--- src/sfb_params.svh ---
`ifndef SFB_PARAMS_SVH
`define SFB_PARAMS_SVH
// register byte offsets
`define SFB_OFF_CTRL 12'h000
`define SFB_OFF_BAUD 12'h004
`define SFB_OFF_TXFP 12'h008
`define SFB_OFF_RXFP 12'h00c
`define SFB_OFF_STAT 12'h010
`define SFB_OFF_DATA 12'h014
// ctrl fields
`define SFB_C_TE 0
`define SFB_C_RE 1
`define SFB_C_MUTE 2
`define SFB_C_WAKE 3
`define SFB_C_LONG 4
`define SFB_C_PCE 5
`define SFB_C_PODD 6
`define SFB_C_TIE 7
`define SFB_C_TX_DONE_IRQ_EN 8
`define SFB_C_RIE 9
`define SFB_C_IDLE_IRQ_EN 10
`define SFB_C_PIE 11
// status fields
`define SFB_S_PE 0
`define SFB_S_FE 1
`define SFB_S_OR 3
`define SFB_S_IDLE 4
`define SFB_S_RXF 5
`define SFB_S_TC 6
`define SFB_S_TXE 7
`define SFB_CTRL_RST 12'h000
`define SFB_OVS 16
`define SFB_IDLE_SHORT 4'd10
`define SFB_IDLE_LONG 4'd11
`endif

--- src/sfb_pkg.sv ---
package sfb_pkg;
   typedef enum logic [1:0] {
      SFB_IDLE = 2'b00,
      SFB_START = 2'b01,
      SFB_DATA = 2'b10,
      SFB_STOP = 2'b11
   } sfb_state_t;
endpackage : sfb_pkg

--- src/sfb_top.sv ---
`timescale 1ns/1ps
`include "sfb_params.svh"
module sfb_top (
   // apb
   input wire logic pclk,
   input wire logic presetn,
   input wire logic psel,
   input wire logic penable,
   input wire logic pwrite,
   input wire logic [11:0] paddr,
   input wire logic [31:0] pwdata,
   output logic [31:0] prdata,
   output logic pready,
   output logic pslverr,
   // power and cpu
   input wire logic halt_mode,
   input wire logic wait_mode,
   input wire logic cpu_irq_mask,
   // serial line
   input wire logic rxd,
   output logic txd,
   // interrupt and wake
   output logic irq,
   output logic wait_wake
);
   logic [11:0] ctrl_q;
   logic [7:0] baud_q;
   logic [7:0] tx_fine_prescaler_q, rx_fine_prescaler_q;
   logic [8:0] tdr_q, rdr_q;
   logic txe_q, tc_q, rxf_q, idle_q, or_q, fe_q, pe_q;
   logic stat_read_q;
   logic wr, rd, run;
   assign wr = psel & penable & pwrite;
   assign rd = psel & penable & ~pwrite;
   assign pready = 1'b1;
   assign pslverr = 1'b0;
   assign run = ~halt_mode;
   // wait mode only gates wait_wake; the rest of the block ignores it
   logic len_long, parity_enable_ctl, mute;
   assign len_long = ctrl_q[`SFB_C_LONG];
   assign parity_enable_ctl = ctrl_q[`SFB_C_PCE];
   assign mute = ctrl_q[`SFB_C_MUTE];

   // baud ticks: x16 oversample tick per direction
   logic [5:0] coarse;
   always_comb begin
      unique case (baud_q[1:0])
         2'd0: coarse = 6'd1;
         2'd1: coarse = 6'd3;
         2'd2: coarse = 6'd4;
         2'd3: coarse = 6'd13;
      endcase
   end
   // widest product 255*13*128 needs 19 bits
   logic [19:0] tx_div, rx_div, tx_cnt_q, rx_cnt_q;
   logic [7:0] txf_eff, rxf_eff;
   assign txf_eff = (tx_fine_prescaler_q == 8'h00) ? 8'h01 : tx_fine_prescaler_q;
   assign rxf_eff = (rx_fine_prescaler_q == 8'h00) ? 8'h01 : rx_fine_prescaler_q;
   // fine * coarse * range per oversample tick; /16 in bit counters
   assign tx_div = 20'((txf_eff * coarse) << baud_q[4:2]);
   assign rx_div = 20'((rxf_eff * coarse) << baud_q[7:5]);
   logic tx_tick, rx_tick;
   // >= so a smaller divider written mid-count cannot leave the counter running away
   assign tx_tick = run && (tx_cnt_q >= tx_div - 20'd1);
   assign rx_tick = run && (rx_cnt_q >= rx_div - 20'd1);
   always_ff @(posedge pclk or negedge presetn) begin
      if (!presetn) begin
         tx_cnt_q <= 20'h00000;
         rx_cnt_q <= 20'h00000;
      end else if (run) begin
         tx_cnt_q <= tx_tick ? 20'h00000 : tx_cnt_q + 20'd1;
         rx_cnt_q <= rx_tick ? 20'h00000 : rx_cnt_q + 20'd1;
      end
   end

   // transmitter
   sfb_pkg::sfb_state_t tst_q;
   logic [3:0] tsub_q, tbit_q;
   logic [9:0] tsh_q;
   logic tx_pend_q;
   logic [3:0] nbits;
   assign nbits = len_long ? 4'd9 : 4'd8;
   function automatic logic [8:0] tx_word(input logic [8:0] d, input logic lg,
                                          input logic pc, input logic od);
      logic p;
      logic [8:0] w;
      p = lg ? ^d[7:0] : ^d[6:0];
      p = p ^ od;
      w = d;
      if (pc) begin
         if (lg) w[8] = p;
         else w[7] = p;
      end
      if (!lg) w[8] = 1'b0;
      return w;
   endfunction : tx_word
   always_ff @(posedge pclk or negedge presetn) begin
      if (!presetn) begin
         tst_q <= sfb_pkg::SFB_IDLE;
         tsub_q <= 4'h0;
         tbit_q <= 4'h0;
         tsh_q <= 10'h000;
         txd <= 1'b1;
      end else if (tx_tick) begin
         tsub_q <= tsub_q + 4'd1;
         unique case (tst_q)
            sfb_pkg::SFB_IDLE: begin
               txd <= 1'b1;
               if (tx_pend_q && ctrl_q[`SFB_C_TE]) begin
                  // parity settings sampled at load time
                  tsh_q <= {1'b0, tx_word(tdr_q, len_long, parity_enable_ctl, ctrl_q[`SFB_C_PODD])};
                  tst_q <= sfb_pkg::SFB_START;
                  tsub_q <= 4'h0;
                  txd <= 1'b0;
               end
            end
            sfb_pkg::SFB_START: if (tsub_q == 4'hf) begin
               tst_q <= sfb_pkg::SFB_DATA;
               tbit_q <= 4'h0;
               txd <= tsh_q[0];
               tsh_q <= tsh_q >> 1;
            end
            sfb_pkg::SFB_DATA: if (tsub_q == 4'hf) begin
               if (tbit_q == nbits - 4'd1) begin
                  tst_q <= sfb_pkg::SFB_STOP;
                  txd <= 1'b1;
               end else begin
                  tbit_q <= tbit_q + 4'd1;
                  txd <= tsh_q[0];
                  tsh_q <= tsh_q >> 1;
               end
            end
            sfb_pkg::SFB_STOP: if (tsub_q == 4'hf) tst_q <= sfb_pkg::SFB_IDLE;
         endcase
      end
   end
   logic tx_load, tx_end;
   assign tx_load = tx_tick && tst_q == sfb_pkg::SFB_IDLE && tx_pend_q && ctrl_q[`SFB_C_TE];
   assign tx_end = tx_tick && tst_q == sfb_pkg::SFB_STOP && tsub_q == 4'hf;

   // receiver
   sfb_pkg::sfb_state_t rst_q;
   logic [3:0] rsub_q, rbit_q, idle_bits_q;
   logic [8:0] rsh_q;
   logic idle_armed_q;
   always_ff @(posedge pclk or negedge presetn) begin
      if (!presetn) begin
         rst_q <= sfb_pkg::SFB_IDLE;
         rsub_q <= 4'h0;
         rbit_q <= 4'h0;
         rsh_q <= 9'h000;
      end else if (rx_tick && ctrl_q[`SFB_C_RE]) begin
         rsub_q <= rsub_q + 4'd1;
         unique case (rst_q)
            sfb_pkg::SFB_IDLE: if (!rxd) begin
               rst_q <= sfb_pkg::SFB_START;
               rsub_q <= 4'h0;
            end
            sfb_pkg::SFB_START: if (rsub_q == 4'h7) begin
               rst_q <= rxd ? sfb_pkg::SFB_IDLE : sfb_pkg::SFB_DATA;
               rsub_q <= 4'h0;
               rbit_q <= 4'h0;
            end
            sfb_pkg::SFB_DATA: if (rsub_q == 4'hf) begin
               rsh_q <= len_long ? {rxd, rsh_q[8:1]} : {1'b0, rxd, rsh_q[7:1]};
               if (rbit_q == nbits - 4'd1) rst_q <= sfb_pkg::SFB_STOP;
               else rbit_q <= rbit_q + 4'd1;
            end
            sfb_pkg::SFB_STOP: if (rsub_q == 4'hf) rst_q <= sfb_pkg::SFB_IDLE;
         endcase
      end
   end
   logic rx_done, mark, perr, line_idle;
   assign rx_done = rx_tick && ctrl_q[`SFB_C_RE] && rst_q == sfb_pkg::SFB_STOP
                    && rsub_q == 4'hf;
   // with parity on, the top received bit is parity, so the mark sits one below
   assign mark = parity_enable_ctl ? (len_long ? rsh_q[7] : rsh_q[6]) : (len_long ? rsh_q[8] : rsh_q[7]);
   assign perr = parity_enable_ctl && (ctrl_q[`SFB_C_PODD] ^ (len_long ? ^rsh_q[8:0] : ^rsh_q[7:0]));
   // idle: high for 10/11 bit times
   always_ff @(posedge pclk or negedge presetn) begin
      if (!presetn) begin
         idle_bits_q <= 4'h0;
         idle_armed_q <= 1'b0;
      end else if (rx_tick && ctrl_q[`SFB_C_RE]) begin
         if (!rxd) begin
            idle_bits_q <= 4'h0;
            idle_armed_q <= 1'b1;
         end else if (rst_q == sfb_pkg::SFB_IDLE && rsub_q == 4'hf && idle_armed_q) begin
            if (line_idle) begin
               idle_bits_q <= 4'h0;
               idle_armed_q <= 1'b0;
            end else begin
               idle_bits_q <= idle_bits_q + 4'd1;
            end
         end
      end
   end
   // counts from the middle of the stop bit; sender gaps must stay shorter
   assign line_idle = rx_tick && ctrl_q[`SFB_C_RE] && rxd && idle_armed_q
                      && rst_q == sfb_pkg::SFB_IDLE && rsub_q == 4'hf
                      && idle_bits_q == (len_long ? `SFB_IDLE_LONG : `SFB_IDLE_SHORT) - 4'd1;
   logic wake_idle, wake_mark;
   assign wake_idle = mute && !ctrl_q[`SFB_C_WAKE] && line_idle;
   assign wake_mark = mute && ctrl_q[`SFB_C_WAKE] && rx_done && mark;
   logic rx_take;
   assign rx_take = rx_done && (!mute || wake_mark);

   // registers
   always_ff @(posedge pclk or negedge presetn) begin
      if (!presetn) begin
         ctrl_q <= `SFB_CTRL_RST;
         baud_q <= 8'h00;
         tx_fine_prescaler_q <= 8'h00;
         rx_fine_prescaler_q <= 8'h00;
      end else if (run) begin
         if (wr && paddr == `SFB_OFF_CTRL) ctrl_q <= pwdata[11:0];
         else if (wake_idle || wake_mark) ctrl_q[`SFB_C_MUTE] <= 1'b0;
         if (wr && paddr == `SFB_OFF_BAUD) baud_q <= pwdata[7:0];
         if (wr && paddr == `SFB_OFF_TXFP) tx_fine_prescaler_q <= pwdata[7:0];
         if (wr && paddr == `SFB_OFF_RXFP) rx_fine_prescaler_q <= pwdata[7:0];
      end
   end
   logic data_wr, data_rd, stat_rd;
   assign data_wr = run && wr && paddr == `SFB_OFF_DATA;
   assign data_rd = run && rd && paddr == `SFB_OFF_DATA;
   assign stat_rd = run && rd && paddr == `SFB_OFF_STAT;
   always_ff @(posedge pclk or negedge presetn) begin
      if (!presetn) begin
         stat_read_q <= 1'b0;
         tdr_q <= 9'h000;
         tx_pend_q <= 1'b0;
         txe_q <= 1'b1;
         tc_q <= 1'b1;
      end else if (run) begin
         if (stat_rd) stat_read_q <= 1'b1;
         else if (data_wr || data_rd) stat_read_q <= 1'b0;
         if (data_wr) begin
            tdr_q <= pwdata[8:0];
            tx_pend_q <= 1'b1;
         end else if (tx_load) begin
            tx_pend_q <= 1'b0;
         end
         // set wins over the clear sequence
         if (tx_load) txe_q <= 1'b1;
         else if (data_wr && stat_read_q) txe_q <= 1'b0;
         if (tx_end) tc_q <= 1'b1;
         else if (data_wr && stat_read_q) tc_q <= 1'b0;
      end
   end
   logic rx_clr;
   assign rx_clr = data_rd && stat_read_q;
   always_ff @(posedge pclk or negedge presetn) begin
      if (!presetn) begin
         rdr_q <= 9'h000;
         rxf_q <= 1'b0;
         or_q <= 1'b0;
         fe_q <= 1'b0;
         pe_q <= 1'b0;
         idle_q <= 1'b0;
      end else if (run) begin
         if (rx_take && !rxf_q) begin
            rdr_q <= rsh_q;
            rxf_q <= 1'b1;
            fe_q <= !rxd;
            pe_q <= perr;
         end else if (rx_take) begin
            or_q <= 1'b1;
         end else if (rx_clr) begin
            rxf_q <= 1'b0;
            or_q <= 1'b0;
            fe_q <= 1'b0;
            pe_q <= 1'b0;
         end
         if (line_idle && !mute) idle_q <= 1'b1;
         else if (rx_clr) idle_q <= 1'b0;
      end
   end
   logic [7:0] stat;
   assign stat = {txe_q, tc_q, rxf_q, idle_q, or_q, 1'b0, fe_q, pe_q};
   always_ff @(posedge pclk or negedge presetn) begin
      if (!presetn) begin
         prdata <= 32'h0000_0000;
      end else if (psel && !penable && !pwrite) begin
         unique case (paddr)
            `SFB_OFF_CTRL: prdata <= {20'h00000, ctrl_q};
            `SFB_OFF_BAUD: prdata <= {24'h000000, baud_q};
            `SFB_OFF_TXFP: prdata <= {24'h000000, tx_fine_prescaler_q};
            `SFB_OFF_RXFP: prdata <= {24'h000000, rx_fine_prescaler_q};
            `SFB_OFF_STAT: prdata <= {24'h000000, stat};
            `SFB_OFF_DATA: prdata <= {23'h000000, rdr_q};
            default: prdata <= 32'h0000_0000;
         endcase
      end
   end
   // one shared line; halt prevents exit
   logic any_ev, rx_ev;
   // receive sources stay silent while muted, even when flagged before muting
   assign rx_ev = ((rxf_q | or_q) & ctrl_q[`SFB_C_RIE]) | (idle_q & ctrl_q[`SFB_C_IDLE_IRQ_EN])
                | (pe_q & ctrl_q[`SFB_C_PIE]);
   assign any_ev = (txe_q & ctrl_q[`SFB_C_TIE]) | (tc_q & ctrl_q[`SFB_C_TX_DONE_IRQ_EN])
                 | (rx_ev & ~mute);
   assign irq = any_ev & ~cpu_irq_mask & run;
   assign wait_wake = irq & wait_mode;
endmodule : sfb_top

--- config.mk ---
export PLATFORM = sky130hd
export DESIGN_NAME = sfb_top
export DESIGN_NICKNAME = d
export VERILOG_FILES = /design/src/sfb_pkg.sv /design/src/sfb_top.sv
export VERILOG_INCLUDE_DIRS = /design/src
export SDC_FILE = /design/constraint.sdc
export NUM_CORES = 1
export LEC_CHECK = 0
export BUFFER_PORTS_ARGS = -buffer_cell sky130_fd_sc_hd__buf_2
export CAP_MARGIN = 15
export CORE_AREA = 2 2 167 169
export CTS_CLUSTER_SIZE = 28
export DETAILED_ROUTE_END_ITERATION = 16
export DIE_AREA = 0 0 169 171
export PLACE_DENSITY = 0.68
export SYNTH_ARGS = -nofsm -noshare
export SYNTH_HDL_FRONTEND = slang
export SYNTH_SLANG_ARGS = --single-unit
--- constraint.sdc ---
create_clock -name pclk -period 7.3 [get_ports pclk]
set_input_delay 0.73 -clock pclk [delete_from_list [all_inputs] [get_ports pclk]]
set_output_delay 0.73 -clock pclk [all_outputs]
set_load 0.03 [all_outputs]
==> impl_metrics.prom <==
# TYPE chip_impl_metric gauge
chip_impl_metric{name="drc_errors",unit=""} 0
chip_impl_metric{name="finalSetupViolations",unit=""} 0
chip_impl_metric{name="drt-wirelength-per-cell",unit="um"} 15.9
chip_impl_metric{name="yosys.cell_types.count",unit=""} 89
chip_impl_metric{name="powerDensity",unit="mW/mm^2"} 148
chip_impl_metric{name="drt_first_iter_violations",unit=""} 716
chip_impl_metric{name="die_height",unit="um"} 171
chip_impl_info{name="cp-start-kind",value="flop"} 1
chip_impl_metric{name="floorplan.core_area",unit="mm^2"} 0.0273
chip_impl_metric{name="drt-pass1-iter-count",unit=""} 5
chip_impl_metric{name="grtUsageTotal",unit="%"} 21.2
chip_impl_metric{name="number_of_global_route_vias_before_repair",unit=""} 10200
chip_impl_metric{name="cts_num_sinks",unit=""} 159
chip_impl_metric{name="die_w",unit="um"} 169
chip_impl_metric{name="layout_min_cycle_time",unit="ps"} 6980
chip_impl_metric{name="design.final.nets",unit=""} 1713
chip_impl_metric{name="synth-warning-count",unit=""} 0
chip_impl_info{name="synth_flop_cell",value="sky130_fd_sc_hd__dfrtp_1"} 1
chip_impl_metric{name="syn_area",unit="mm^2"} 0.0133
chip_impl_metric{name="cellLeakagePower",unit="nW"} 6.91
chip_impl_metric{name="post_synth.cell_area_avg",unit="um^2"} 8.91
chip_impl_info{name="synthTopCellsByArea",value="sky130_fd_sc_hd__dfrtp_1 29%, sky130_fd_sc_hd__ha_1 8.7%, sky130_fd_sc_hd__mux2_2 7.1%"} 1
chip_impl_metric{name="postSynthCellCount",unit=""} 1497
chip_impl_metric{name="grt_pass1_wl",unit="um"} 50600
chip_impl_metric{name="wl",unit="um"} 30200
chip_impl_metric{name="grt_antenna_before_repair",unit=""} 1
chip_impl_metric{name="number_of_buffers_between_clock_root_and_the_deepest_sink",unit=""} 2
chip_impl_metric{name="hold_vio_cnt_final",unit=""} 0
chip_impl_metric{name="post_route_cells_drive_above_1_share",unit="%"} 16.9
chip_impl_metric{name="max-vdd-ir-drop",unit="mV"} 0.256
chip_impl_metric{name="detail-route-antenna-nets",unit=""} 0
chip_impl_metric{name="fin_max_slew_vios",unit=""} 0
chip_impl_metric{name="grt_max_degree",unit=""} 88
chip_impl_metric{name="yosys_register_bits",unit=""} 159
chip_impl_info{name="tritoncts",value="done"} 1
chip_impl_metric{name="cts_buffers",unit=""} 17
chip_impl_metric{name="critical_path.n_buffers_inverters",unit=""} 6
chip_impl_metric{name="arrival",unit="ps"} 7350
chip_impl_metric{name="max_slew.worst_pin.slew",unit="ps"} 1040
chip_impl_metric{name="cts_htree_levels",unit=""} 4
chip_impl_metric{name="buffers_added_on_ports",unit=""} 47
chip_impl_info{name="critical-path-slowest-cell",value="sky130_fd_sc_hd__or4b_2"} 1
chip_impl_info{name="most_used_cell_along_the_critical_path",value="sky130_fd_sc_hd__buf_4"} 1
chip_impl_metric{name="n_antenna_cell",unit=""} 0
chip_impl_info{name="cts-root-buf",value="sky130_fd_sc_hd__clkbuf_16"} 1
chip_impl_metric{name="detailroute.via_count",unit=""} 10900
chip_impl_metric{name="post_cts_hold_buffer_count",unit=""} 0
chip_impl_metric{name="fin_skew",unit="ps"} 15.7
chip_impl_info{name="status",value="finished clean"} 1
chip_impl_info{name="hold_class",value="input port to async pin"} 1
chip_impl_metric{name="cp_slowest_stage_delay",unit="ps"} 600
chip_impl_metric{name="synth.yosys.seq_area_share",unit="%"} 29.9
chip_impl_metric{name="place_congestion",unit=""} 0.835
chip_impl_metric{name="count_of_flip_flops_with_a_built_in_enable_after_synthesis",unit=""} 0
chip_impl_metric{name="timing.max_cap.violations",unit=""} 0
chip_impl_metric{name="fp.dieArea",unit="mm^2"} 0.0289
chip_impl_info{name="critPathTopFamily",value="adder cells"} 1
chip_impl_metric{name="insertion_delay",unit="ps"} 440
chip_impl_metric{name="overflow",unit=""} 0
chip_impl_metric{name="finalCoreUtilization",unit="%"} 54.1
chip_impl_metric{name="core.rowCount",unit=""} 61
chip_impl_metric{name="ports_placed_on_the_boundary",unit=""} 90
chip_impl_metric{name="drt-vias-per-instance",unit=""} 5.75
chip_impl_metric{name="post-route-worst-setup-slack",unit="ps"} 315
chip_impl_metric{name="layout-area-overhead-vs-synth",unit="%"} 10.8
chip_impl_metric{name="synth-async-reset-ratio",unit="%"} 100
chip_impl_metric{name="crit_path_max_fanout",unit=""} 16
chip_impl_metric{name="fmaxAchievable",unit="GHz"} 0.143
chip_impl_metric{name="post-synth-top-area-fraction",unit="%"} 29.3
chip_impl_metric{name="cts.reportedPaths.clkPinSlew",unit="ps"} 60
chip_impl_metric{name="layout_worst_path_cycle_share",unit="%"} 95.7
chip_impl_metric{name="hpwlAfterDp",unit="um"} 22300
chip_impl_info{name="ws_path_type",value="flop to flop"} 1
chip_impl_metric{name="worst-endpoint-required",unit="ps"} 7670
chip_impl_info{name="cp-end-kind",value="flop"} 1
chip_impl_metric{name="timing.max_slew.rel_slack",unit="%"} 30.5
chip_impl_metric{name="pre_cts_ws",unit="ps"} -54.7
chip_impl_info{name="yosysTopAreaCell",value="sky130_fd_sc_hd__dfrtp_1"} 1
chip_impl_metric{name="initial_utilization",unit="%"} 48.8
==> registers in the layout (all words and copies together) (netlist names), 2 cells and up, named ones only <==
name,flops
rx_fine_prescaler_q,8
tst_q,2
ctrl_q,12
tdr_q,9
tbit_q,4
rsub_q,4
idle_bits_q,4
tx_cnt_q,20
rx_cnt_q,20
rbit_q,4
tsh_q,9
rdr_q,9
prdata,12
rsh_q,9
baud_q,8
tsub_q,4
tx_fine_prescaler_q,8
==> cell usage in the layout, fill, tap and decap left out, drive strengths merged, types with 26 or more instances in the layout <==
cell type	synthesis	layout
and3	34	34
nand3	62	62
and2	41	41
mux2i	35	35
a21o	33	33
a21oi	68	68
o21ai	67	67
mux2	84	84
xor2	41	41
fa	26	26
buf	41	92
nor2	136	136
nand2	115	115
inv	90	94
ha	93	93
dfrtp	156	156
xnor2	47	47
==> report_power, final <==
group | total, mW | internal, mW | switching [mW]
Sequential | 0.964 | 0.926 | 0.0383
Combinational | 0.334 | 0.123 | 0.211
Clock | 0.887 | 0.517 | 0.370
==> layer usage <==
| metal | share of wire, % | wire length, um | global-route usage (%) | vias to the layer above |
|---|---|---|---|---|
| met3 | 3.4 | 1020 | 2.73 | 22 |
| met5 | 0 | 0 | 0 | - |
| met2 | 47 | 14300 | 35.2 | 203 |
| li1 | - | - | - | 5370 |
| met4 | 0.94 | 283 | 5.35 | 0 |
| met1 | 48 | 14600 | 29.5 | 5331 |
==> worst register-to-register path, delay by kind of cell (launching register included) <==
family | cells | cell delay, ps
AOI/OAI and AO/OA | 9 | 1940
and+or+nand+nor | 8 | 1480
DFF | 1 | 450
buffers and inverters | 6 | 830
adders and majority gates | 5 | 2090
xor gates and xnor gates | 1 | 120
==> cells by family after synthesis <==
family                     Yosys count  synth area share (%)
AOI/OAI and AO/OA                  301                  16.0
xor gates and xnor gates            88                  5.78
adders and majority gates          119                  12.6
buffers and inverters              181                  5.88
DFF                                159                  29.9
muxes                              121                  10.1
other                                2                0.0563
and+or+nand+nor                    526                  19.8
==> synth_stat cells (22+ instances only) <==
cell type and n:
sky130_fd_sc_hd__nand2_1 115, sky130_fd_sc_hd__buf_4 22, sky130_fd_sc_hd__o21ai_0 66, sky130_fd_sc_hd__nor3_1 22, sky130_fd_sc_hd__and2_1 41, sky130_fd_sc_hd__clkbuf_1 46, sky130_fd_sc_hd__xnor2_1 47, sky130_fd_sc_hd__mux2_2 84
sky130_fd_sc_hd__fa_1 26, sky130_fd_sc_hd__a21oi_1 65, sky130_fd_sc_hd__ha_1 93, sky130_fd_sc_hd__nor2b_1 23, sky130_fd_sc_hd__a21o_1 33, sky130_fd_sc_hd__mux2i_1 35, sky130_fd_sc_hd__nand3_1 61, sky130_fd_sc_hd__inv_1 90
sky130_fd_sc_hd__and3_1 34, sky130_fd_sc_hd__nor2_1 136, sky130_fd_sc_hd__dfrtp_1 156, sky130_fd_sc_hd__xor2_1 41
==> cell type report <==
cell class                 instances  area [um^2]
fill                            2481        12500
timing repair buffer              92          611
multi-input combinational       1177         8830
sequential                       159         3980
clock buffer                      21          450
clock inverter                    11          130
tap                              346          433
inverter                          94          353
==> final timing paths <==
kind,slack [ps],depth (start not counted),end,from
max in group asynchronous,5450,2,baud_q[1],presetn
min in group pclk,480,1,idle_armed_q,idle_armed_q
setup reg to reg,320,29,rsub_q[2],baud_q[1]
hold / removal,320,1,tx_cnt_q[17],presetn
hold reg to reg,480,1,idle_armed_q,idle_armed_q
setup / recovery,320,29,rsub_q[2],baud_q[1]
==> what timing repair did <==
item                       CTS  global route
gates resized for setup      2            35
pin swaps                    0             9
setup endpoints to repair   11            81
buffers inserted             0            14
==> stage by stage <==
stage               TNS [ps]  std cells  hold slack, ps  power (mW)  area, um^2
finish                     0       1900             316        2.18       14800
global route           -99.8       1900             367        2.28       14800
CTS                        0       1886             348        2.20       14500
detailed placement      -338       1854             468        1.31       13900
floorplan                  0       1517             434        1.21       13400
global placement           0       1854             466        1.30       13900
Power figures use the tool's default switching activity.
